$ cat config.mk
export PLATFORM = sky130hd
export DESIGN_NAME = tba_top
export DESIGN_NICKNAME = d
export VERILOG_FILES = /design/src/logic/tba_pkg.sv /design/src/logic/tba_sync.sv /design/src/logic/tba_top.sv
export VERILOG_INCLUDE_DIRS = /design/src /design/src/logic
export SDC_FILE = /design/constraint.sdc
export NUM_CORES = 1
export LEC_CHECK = 0
export BUFFER_PORTS_ARGS = -buffer_cell sky130_fd_sc_hd__buf_4
export CAP_MARGIN = 15
export CELL_PAD_IN_SITES_DETAIL_PLACEMENT = 0
export CELL_PAD_IN_SITES_GLOBAL_PLACEMENT = 1
export CORE_UTILIZATION = 53
export DETAILED_ROUTE_END_ITERATION = 10
export PLACE_DENSITY_LB_ADDON = 0.1
export SETUP_SLACK_MARGIN = 0.5
export SKIP_CTS_REPAIR_TIMING = 1
export SYNTH_ARGS = -nofsm -noshare
export SYNTH_HDL_FRONTEND = slang
export SYNTH_SLANG_ARGS = --single-unit
$ cat constraint.sdc
create_clock -name clk_sys -period 5.5 [get_ports clk_sys]
set_input_delay 1.1 -clock clk_sys [delete_from_list [all_inputs] [get_ports clk_sys]]
set_output_delay 1.1 -clock clk_sys [all_outputs]
set_load 0.05 [all_outputs]
$ cat src/logic/tba_cfg.svh
// named constants for the ten bit sampling converter output block
// assumes inclusion by bare name from the package and the design files
`ifndef TBA_CFG_SVH
`define TBA_CFG_SVH

// system clock period, in ns
`define TBA_CLK_PERIOD_NS     10
// least sample rate the far end must keep, in MSPS
`define TBA_MIN_RATE_MSPS     10
// longest legal sample period in system cycles, rounded down
`define TBA_MAX_PERIOD_CYC    ((1000 / `TBA_MIN_RATE_MSPS) / `TBA_CLK_PERIOD_NS)
// duty cycle window, in percent of the period
`define TBA_DUTY_LO_PCT       40
`define TBA_DUTY_HI_PCT       60
`define TBA_PCT_SCALE         100
// width of the period counters
`define TBA_CNT_W             8
// input sample width and output word width
`define TBA_IN_W              12
`define TBA_CODE_W            10
// full scale limits, in input units of one lsb
`define TBA_FS_NEG            12'hE00
`define TBA_FS_POS            12'h1FF
`define TBA_OR_NEG            12'hDFF
`define TBA_OR_POS            12'h200
// offset binary: code of the zero input point
`define TBA_CODE_OFFSET       12'h200
// output bit slices
`define TBA_BIT_TOP           9
`define TBA_UMID_HI           8
`define TBA_UMID_LO           5
`define TBA_LMID_HI           4
`define TBA_LMID_LO           1
`define TBA_BIT_BOTTOM        0

`endif

$ cat src/logic/tba_pkg.sv
// types shared by the converter output block
// assumes tba_cfg.svh is on the include path
`include "tba_cfg.svh"

package tba_pkg;

  // one conversion result with its over-range flag
  typedef struct packed {
    logic                     over_range;
    logic [`TBA_CODE_W-1:0]   code;
  } tba_word_s;

  typedef logic [`TBA_CNT_W-1:0] tba_cnt_t;

  // sampling clock monitor state
  typedef enum logic [1:0] {
    TBA_IDLE,
    TBA_HIGH,
    TBA_LOW
  } tba_mon_e;

endpackage

$ cat src/logic/tba_sync.sv
// three stage synchroniser with agreement filter and edge pulses
// assumes pin_in is asynchronous to clk_sys
`timescale 1ns/10ps
`default_nettype none

module tba_sync (
  input  wire logic clk_sys,
  input  wire logic rst_n,
  input  wire logic pin_in,
  output logic      level,
  output logic      rise,
  output logic      fall
);
  import tba_pkg::*;

  logic s1_r, s2_r, s3_r, level_r, rise_r, fall_r;
  logic level_nxt, rise_nxt, fall_nxt;

  // level follows only once the second and third stage agree
  always_comb begin
    level_nxt = level_r;
    if (s2_r == s3_r) begin
      level_nxt = s3_r;
    end
    rise_nxt = level_nxt & ~level_r;
    fall_nxt = ~level_nxt & level_r;
  end

  // stage registers, first one read only by the second
  always_ff @(posedge clk_sys or negedge rst_n) begin
    if (!rst_n) begin
      s1_r    <= 1'b0;
      s2_r    <= 1'b0;
      s3_r    <= 1'b0;
      level_r <= 1'b0;
      rise_r  <= 1'b0;
      fall_r  <= 1'b0;
    end else begin
      s1_r    <= pin_in;
      s2_r    <= s1_r;
      s3_r    <= s2_r;
      level_r <= level_nxt;
      rise_r  <= rise_nxt;
      fall_r  <= fall_nxt;
    end
  end

  assign level = level_r;
  assign rise  = rise_r;
  assign fall  = fall_r;

endmodule // tba_sync

`default_nettype wire

$ cat src/logic/tba_top.sv
// output side of a ten bit sampling converter: sample on the rising
// edge of the sample clock, launch the word on a later falling edge
// assumes sample_clk is a pin from the capture logic and analog_level
// is an already quantised input value on clk_sys
`timescale 1ns/10ps
`default_nettype none

`include "tba_cfg.svh"

// Overview of operation
// - rising sample clock holds input, starts conversion
// - output word changes on falling edge only
// - ten bit result word, all bits together
// - top bit most weight, bottom bit least
// - over-range high beyond full scale by more than one lsb
// - result latency two and a half periods
module tba_top (
  input  wire logic                            clk_sys,
  input  wire logic                            resetn,
  input  wire logic                            sample_clk,
  input  wire logic signed [`TBA_IN_W-1:0]     analog_level,
  output logic                                 result_bit_top,
  output logic [3:0]                           result_bits_upper_mid,
  output logic [3:0]                           result_bits_lower_mid,
  output logic                                 result_bit_bottom,
  output logic                                 over_range,
  output logic                                 rate_fault,
  output logic                                 duty_fault
);
  import tba_pkg::*;

  // quantise one held sample into an offset binary code and flag
  // inputs past either limit clamp to the end codes, so a capture side
  // that reads only the word still sees a monotonic transfer
  function automatic tba_word_s convert(input logic signed [`TBA_IN_W-1:0] v);
    tba_word_s                   w;
    logic signed [`TBA_IN_W-1:0] c;
    w = '0;
    c = v;
    // flag only once the input is more than a full lsb past either limit
    w.over_range = (v < $signed(`TBA_OR_NEG)) || (v > $signed(`TBA_OR_POS));
    if (v < $signed(`TBA_FS_NEG)) begin
      c = $signed(`TBA_FS_NEG);
    end else if (v > $signed(`TBA_FS_POS)) begin
      c = $signed(`TBA_FS_POS);
    end
    // offset binary: the negative limit maps to code zero
    c = c + $signed(`TBA_CODE_OFFSET);
    w.code = c[`TBA_CODE_W-1:0];
    return w;
  endfunction

  // reset release through two flip-flops
  // assertion is immediate, release is delayed so that no stage leaves
  // reset on a different edge from its neighbours
  logic rst_s1_r, rst_n_r;

  always_ff @(posedge clk_sys or negedge resetn) begin
    if (!resetn) begin
      rst_s1_r <= 1'b0;
      rst_n_r  <= 1'b0;
    end else begin
      rst_s1_r <= 1'b1;
      rst_n_r  <= rst_s1_r;
    end
  end

  // sample clock arrives from a pin, so it is filtered first
  // the filter costs about four system cycles on each edge; both edges
  // are delayed alike, so phase lengths are kept
  logic smp_level, smp_rise, smp_fall;

  tba_sync u_sync (
    .clk_sys (clk_sys),
    .rst_n   (rst_n_r),
    .pin_in  (sample_clk),
    .level   (smp_level),
    .rise    (smp_rise),
    .fall    (smp_fall)
  );

  // conversion pipeline
  // the input is taken one cycle after the rise is seen, so the source
  // must keep it steady for that long
  tba_word_s held_r, held_nxt;
  tba_word_s mid_r,  mid_nxt;
  tba_word_s fin_r,  fin_nxt;
  tba_word_s out_r,  out_nxt;

  // three stages advance on rising edges, the launch on falling ones
  always_comb begin
    held_nxt = held_r;
    mid_nxt  = mid_r;
    fin_nxt  = fin_r;
    out_nxt  = out_r;
    // a rise pulse and a fall pulse never share a cycle
    if (smp_rise) begin
      held_nxt = convert(analog_level);
      mid_nxt  = held_r;
      fin_nxt  = mid_r;
    end
    // sample taken at rise n reaches the pins on the fall after rise n+2
    if (smp_fall) begin
      out_nxt = fin_r;
    end
  end

  // pipeline registers
  always_ff @(posedge clk_sys or negedge rst_n_r) begin
    if (!rst_n_r) begin
      held_r <= '0;
      mid_r  <= '0;
      fin_r  <= '0;
      out_r  <= '0;
    end else begin
      held_r <= held_nxt;
      mid_r  <= mid_nxt;
      fin_r  <= fin_nxt;
      out_r  <= out_nxt;
    end
  end

  // sample clock monitor: the converter relies on a steady clock
  // a slow or stalled clock would let a real held value droop; here
  // the condition is only flagged, never acted on
  // longest legal period in system cycles, from the lowest rate
  localparam tba_cnt_t MAX_PER = `TBA_CNT_W'(`TBA_MAX_PERIOD_CYC);

  // rate and duty verdicts, kept until the next judgement; rate is also raised as soon as a phase runs past MAX_PER
  tba_mon_e mon_r,  mon_nxt;
  tba_cnt_t hi_r,   hi_nxt;
  tba_cnt_t lo_r,   lo_nxt;
  logic     rate_r, rate_nxt;
  logic     duty_r, duty_nxt;

  // check the high share of a period against the duty window
  // products are kept at twice the counter width so no term wraps
  function automatic logic duty_bad(input tba_cnt_t hi, input tba_cnt_t lo);
    logic [2*`TBA_CNT_W-1:0] per;
    logic [2*`TBA_CNT_W-1:0] hs;
    per = ({`TBA_CNT_W'(0), hi} + {`TBA_CNT_W'(0), lo});
    hs  = {`TBA_CNT_W'(0), hi} * (2*`TBA_CNT_W)'(`TBA_PCT_SCALE);
    return (hs < per * (2*`TBA_CNT_W)'(`TBA_DUTY_LO_PCT)) ||
           (hs > per * (2*`TBA_CNT_W)'(`TBA_DUTY_HI_PCT));
  endfunction

  // count high and low time, judge each full period at a rising edge
  always_comb begin
    mon_nxt  = mon_r;
    hi_nxt   = hi_r;
    lo_nxt   = lo_r;
    rate_nxt = rate_r;
    duty_nxt = duty_r;
    case (mon_r)
      TBA_IDLE: begin
        if (smp_rise) begin
          mon_nxt = TBA_HIGH;
          hi_nxt  = `TBA_CNT_W'(1);
          lo_nxt  = '0;
        end
      end
      TBA_HIGH: begin
        if (smp_fall) begin
          mon_nxt = TBA_LOW;
          lo_nxt  = `TBA_CNT_W'(1);
        end else if (hi_r > MAX_PER) begin
          rate_nxt = 1'b1;
        end else begin
          hi_nxt = hi_r + `TBA_CNT_W'(1);
        end
      end
      TBA_LOW: begin
        if (smp_rise) begin
          mon_nxt  = TBA_HIGH;
          rate_nxt = (hi_r + lo_r) > MAX_PER;
          duty_nxt = duty_bad(hi_r, lo_r);
          hi_nxt   = `TBA_CNT_W'(1);
          lo_nxt   = '0;
        end else if (lo_r > MAX_PER) begin
          rate_nxt = 1'b1;
        end else begin
          lo_nxt = lo_r + `TBA_CNT_W'(1);
        end
      end
      default: begin
        mon_nxt = TBA_IDLE;
      end
    endcase
  end

  // monitor registers
  always_ff @(posedge clk_sys or negedge rst_n_r) begin
    if (!rst_n_r) begin
      mon_r  <= TBA_IDLE;
      hi_r   <= '0;
      lo_r   <= '0;
      rate_r <= 1'b0;
      duty_r <= 1'b0;
    end else begin
      mon_r  <= mon_nxt;
      hi_r   <= hi_nxt;
      lo_r   <= lo_nxt;
      rate_r <= rate_nxt;
      duty_r <= duty_nxt;
    end
  end

  // word and flag leave one register together, top bit most weight
  // so a capture can never see a code torn from its flag
  assign result_bit_top        = out_r.code[`TBA_BIT_TOP];
  assign result_bits_upper_mid = out_r.code[`TBA_UMID_HI:`TBA_UMID_LO];
  assign result_bits_lower_mid = out_r.code[`TBA_LMID_HI:`TBA_LMID_LO];
  assign result_bit_bottom     = out_r.code[`TBA_BIT_BOTTOM];
  assign over_range            = out_r.over_range;
  assign rate_fault            = rate_r;
  assign duty_fault            = duty_r;

endmodule // tba_top

`default_nettype wire
-- Word-level counts from Yosys, hierarchy flattened
Index checks and enable logic that the tools add are counted.
- output and inout port bits: 13
- logic and storage cells: 86
- register bits: 72
- input bits: 15
- order comparisons: 9
- $add $sub $neg: 5
- mux-type cells: 21
- reduce and logical (&&, ||, !) cells: 12
- bitwise operators: 4
- multiply operators: 3
- equal/unequal tests: 11
- operator list (cell ; number):
    $mux 8 ; 7
    $mux 10 ; 3
    $gt 8x4->1 const B ; 3
    $pmux 8 s3 ; 1
    $add 8x1->8 const B ; 2
    $pmux 8 s2 ; 1
    $gt 15x15->1 ; 1
    $lt 15x15->1 ; 1
    $mul 8x5->13 const B ; 1
    $mul 9x4->13 const B ; 1
    $gt 12x10->1 const B ; 1
    $gt 12x11->1 const B ; 1
    $lt 12x10->1 const B ; 1
    $lt 12x11->1 const B ; 1
    $mul 9x3->12 const B ; 1
    $reduce_and 4->1 ; 3
    $add 10x10->10 const B ; 1
    $add 8x8->9 ; 1
    $add 8x8->8 ; 1
    $ne 2x1->1 const B ; 3
    $ne 2x2->1 const B ; 3
    $ne 3x2->1 const B ; 2
    $mux 1 ; 5
    $mux 2 ; 2
    13 further kinds ; 18

-- Depth between registers and ports, before layout
- word-level depth: 5
- mapped depth: 24
- mapped depth without buffers: 24

-- Hierarchy
A second synthesis with hierarchy kept.
- cell total of the unflattened synthesis: 623
- area total of the unflattened synthesis: 6127.1 µm²
- by module, submodules not included (module ; times used ; area each (µm²) ; sequential area each (µm²) ; cells an instance):
    tba_top ; 1 ; 5948.2 ; 1651.6 ; 614
    tba_sync ; 1 ; 178.9 ; 150.1 ; 9

-- Worst setup path before layout
Ideal clock, no wire load.
- kind: register to register
- start: reg hi_r[0]
- end: reg duty_r (netlist: duty_fault)
- buffers on the path: 0
- setup slack: -0.081 ns
- clock period less this slack: 5.581 ns
- setup time: 0.137 ns
- required time: 5.363 ns
- stages on the path, launching flop included: 24
- data arrival time: 5.444 ns
- cells stage by stage: dfrtp_1 > ha_1 > inv_1 > fa_1 > nand2b_1 > a211oi_1 > o21ai_0 > a21oi_1 > xnor2_1 > ha_1 > inv_1 > fa_1 > inv_1 > ha_1 > a2111oi_0 > o31ai_1 > a21oi_1 > xor2_1 > ha_1 > and4_1 > nand3_1 > or3_1 > a2bb2oi_1 > a31oi_1
- cells in the longest elaborated chain, start to end: 4
- elaborated cells between the ends (all ways): 7
- those cells by class: 1 x add/sub; 3 x mul; 2 x order compare; 1 x reduce/logical
- RTL lines (item ; line ; source):
    from (decl) ; tba_top.sv:131 ; tba_cnt_t hi_r, hi_nxt;
    from (signal assigned) ; tba_top.sv:201 ; hi_r <= hi_nxt;
    $add 8x8->9 ; tba_top.sv:141 ; per = ({`TBA_CNT_W'(0), hi} + {`TBA_CNT_W'(0), lo});
    $mul 9x3->12 or $mul 9x4->13 (tied branches) ; tba_top.sv:143, tba_top.sv:144 ;
    $lt 15x15->1 or $gt 15x15->1 (tied branches) ; tba_top.sv:143, tba_top.sv:144 ;
    $logic_or 1x1->1 * ; tba_top.sv:143 ; return (hs < per * (2*`TBA_CNT_W)'(`TBA_DUTY_LO_PCT)) ||
    to (signal assigned) ; tba_top.sv:204 ; duty_r <= duty_nxt;
    to (decl) ; tba_top.sv:134 ; logic duty_r, duty_nxt;
Every way passes the cells marked *; elsewhere a longest branch is shown, timed or not.
A chain may end at the register's enable or synchronous reset.

-- Worst setup path after layout
- start: reg lo_r[0]
- end: reg duty_r (netlist: duty_fault)
- cells in the longest elaborated chain, start to end: 4
- elaborated cells between the ends (all ways): 6
- those cells by class: 1 x add/sub; 2 x mul; 2 x order compare; 1 x reduce/logical
- RTL lines (item ; line ; source):
    from (decl) ; tba_top.sv:132 ; tba_cnt_t lo_r, lo_nxt;
    from (signal assigned) ; tba_top.sv:202 ; lo_r <= lo_nxt;
    $add 8x8->9 * ; tba_top.sv:141 ;
    $mul 9x3->12 or $mul 9x4->13 (tied branches) ; tba_top.sv:143, tba_top.sv:144 ;
    $lt 15x15->1 or $gt 15x15->1 (tied branches) ; tba_top.sv:143, tba_top.sv:144 ;
    $logic_or 1x1->1 * ; tba_top.sv:143 ;
Marked as above.

==> summary.txt <==
Timing
  • Max-slew violation count: 0
  • Total negative setup slack: 0 ns
  • Worst-margin pin slew: 0.878 ns
  • Final Hold Viols: 0
  • Tmin final: 5.16 ns
  • Clock skew: 0.00670 ns
  • Period Utilization, post-route: 0.938
  • Setup repair after global routing missed its margin: yes
  • Fmax: 194 MHz
  • Final setup viols: 0
  • Max transition margin: 0.414

Detailed routing
  • Starting DRC count in detailed routing: 187
  • Final WL: 12900 um
  • Drt via density: 5.60
  • Top routing layer in use: met4
  • Met3 wire length: 351 um
  • Routed met1 length: 6020 um
  • Routed wl met2: 6360 um
  • Avg WL per Cell: 15.9 um
  • Antenna-violating nets left: 0
  • Drt first pass iters: 4
  • DRC viols: 0
  • DR vias: 4533

Finish
  • Post-route cell area: 0.00712 mm2
  • Fin nets: 806
  • Area growth, synth to finish: 18.6%
  • Fillcell total: 907
  • Antenna diodes: 0
  • Layout cells sized above 1: 0.231
  • Area occupied by multi-input gates: 0.00415 mm2
  • Register Area: 0.00181 mm2

Logic synthesis
  • Netlist cell types: 59
  • Post-Syn Area: 0.00601 mm2
  • Synth warn: 0
  • Seq/Total Area, Yosys: 0.300
  • Synthesized flop and latch total: 72
  • EDFF count, synth: 0
  • Synth area leader: dfrtp_1
  • Mean Syn Cell Area: 9.77 um2
  • Mapped Cells: 615
  • Top post-synthesis cells by area: dfrtp_1 30%, ha_1 23%, mux2_2 6.6%, fa_1 5.3%, inv_1 5.2%
  • Syn Nets: 756
  • FFs w/ async S/R, synth: 1.00
  • Synth top area share: 0.300
  • Ys flop type: dfrtp_1

Clock network
  • CTS H-tree lvls: 3
  • Worst-path clk slew: 0.06 ns
  • Clk sink count: 72
  • Root Buffer: clkbuf_16
  • Total CTS buffers: 9
  • CTS tree: yes
  • Max Root-Sink Buffers: 2
  • Clk Latency, worst-skew pair: 0.33 ns

Setup path
  • CP startpoint: lo_r[0]
  • Critical setup path kind: flop to flop
  • Worst setup SP type: flop
  • Critical Path Sink Type: flop
  • Critical Path AT: 5.35 ns
  • Required @ worst endpoint: 5.69 ns
  • R2r endpoint: duty_fault
  • Peak fanout along the critical path: 5
  • Worst r2r src: lo_r[0]
  • Reg2Reg Depth: 21
  • Flop2flop setup slack: 0.34 ns
  • Critical path endpoint: duty_fault

GRT
  • GRT Overall Usage: 0.227
  • Grt ovf: 0
  • Initial antenna violation count: 0
  • First-pass GRT wire length: 20600 um
  • Vias in the first global route: 4443
  • Largest net degree at the start of global routing: 71

Hold path
  • Tightest Hold Check Type: flop to flop

Run
  • Max_cap viols: 0

Floorplan
  • DIE HEIGHT: 108 um
  • Chip Width: 108 um
  • Core ar.: 0.0109 mm2
  • Num ports: 28
  • Die ar.: 0.0118 mm2
  • Initial Utilization: 0.549
  • Row count: 38

Placement
  • IO buf count: 27
  • Post-DP HPWL: 9830 um
  • Gpl congestion: 0.865
  • Placed Area: 0.00653 mm2

Pwr
  • Pwr Density: 468 mW/mm2
  • P_leak: 3.47 nW
  • Peak VDD IR: 0.448 mV

Status
  • Status: complete, no violations
worst min-delay path by stage:
stage	to	from	cells past startpoint	slack, ns
detailed placement	u_sync.s2_r	u_sync.s1_r	0	0.34
floorplan	rst_n_r	rst_s1_r	0	0.33
global placement	u_sync.s2_r	u_sync.s1_r	0	0.34
CTS	u_sync.s2_r	u_sync.s1_r	0	0.35
finish	u_sync.s2_r	u_sync.s1_r	0	0.35
global route	u_sync.s2_r	u_sync.s1_r	0	0.37
per-stage QoR:
step | utilization | setup slack (ns) | instances | hold slack, ns | power [mW]
after floorplan | - | 0.510 | 615 | 0.331 | 2.05
after global placement | 0.597 | 0.242 | 781 | 0.336 | 2.44
after detailed placement | 0.597 | 0.133 | 781 | 0.340 | 2.49
after CTS | 0.624 | 0.108 | 797 | 0.354 | 3.07
after global routing | 0.651 | 0.103 | 810 | 0.367 | 3.62
final | 0.651 | 0.340 | 810 | 0.349 | 3.34
worst max-delay path: stages (launching register included):
cell and delay, ns:
dfrtp_1 0.39, ha_4 0.16, inv_1 0.05, fa_2 0.60, inv_4 0.06, fa_1 0.52
inv_1 0.06, fa_1 0.57, inv_1 0.08, ha_4 0.22, a21oi_4 0.17, o21ai_2 0.11
a2111oi_4 0.39, o31ai_2 0.10, a21oi_1 0.17, xor2_1 0.10, ha_1 0.32, and4_4 0.23
nand3_2 0.07, or3_4 0.39, a2bb2oi_2 0.15, a31oi_1 0.09
synth_stat cells (all sizes together) (2+ instances only):
cell / n
o41ai: 2
nor3b: 2
o21bai: 2
a31oi: 8
o21ai: 36
nor4: 3
o31ai: 6
a2bb2oi: 2
a211oi: 4
a221oi: 2
a211o: 2
mux2: 35
fa: 16
a21o: 8
o311ai: 3
o21a: 3
nand2: 18
nand3: 10
o211ai: 11
mux2i: 2
clkbuf: 7
nor2b: 6
buf: 4
dfrtp: 72
xor2: 10
inv: 83
or2: 4
and3: 5
nor3: 8
nand4: 4
and4: 4
ha: 110
a21boi: 3
xnor2: 17
nor2: 40
a21oi: 41
nand2b: 4
nand3b: 2
layout make-up:
type | instances | share of cell area
clock inverters | 5 | 0.00544
flip-flops and latches | 72 | 0.254
inverters | 83 | 0.0441
clock buffers | 11 | 0.0355
repair buffers | 50 | 0.0537
well taps | 140 | 0.0246
multi-input cells | 449 | 0.583
registers in the layout (all words and copies together) (netlist names):
name,count
rst_s1_r,1
u_sync.level,1
result_bits_upper_mid,4
u_sync.s1_r,1
rate_fault,1
mon_r,2
result_bit_bottom,1
u_sync.s3_r,1
result_bit_top,1
u_sync.s2_r,1
fin_r,11
lo_r,8
rst_n_r,1
hi_r,8
duty_fault,1
u_sync.rise,1
mid_r,11
u_sync.fall,1
held_r,11
over_range,1
result_bits_lower_mid,4
layout by cell type, fill, tap and decap left out, types with 4 or more instances in the layout:
cell,count
o31ai_1,5
nor2_1,37
xor2_1,9
nand4_1,4
nand3_1,9
and3_1,4
nor2b_1,6
clkbuf_16,9
a31oi_1,8
a21o_1,7
ha_1,101
nor3_1,8
a21oi_1,35
o21ai_0,31
o211ai_1,11
mux2_2,35
ha_4,9
a21oi_2,4
fa_1,14
dfrtp_1,66
inv_1,80
nand2_1,18
buf_4,48
dfrtp_2,6
xnor2_1,15
cell families (layout without fill, tap and decap cells):
logic type,Yosys count,after routing,share of synthesized area
multiplexers,37,37,0.0689
adder cells (fa/ha/maj),127,127,0.284
AND/OR/NAND/NOR,115,115,0.0958
other,1,1,0.000624
XOR/XNOR,27,27,0.0406
flip-flops,72,72,0.300
buffers and inverters,94,149,0.0587
AO/OA/AOI/OAI,142,142,0.151
metal layers:
metal,GRT usage,up-vias
li1,-,2258
met1,0.298,2209
met2,0.385,57
met3,0.0452,9
met4,0.0541,0
met5,0,-
power breakdown:
group,total (mW),internal (mW),switching [mW]
Combinational,2.00,0.891,1.11
Clock,0.562,0.333,0.229
Sequential,0.774,0.682,0.0920
No activity file was read; power rests on OpenSTA's default activity.
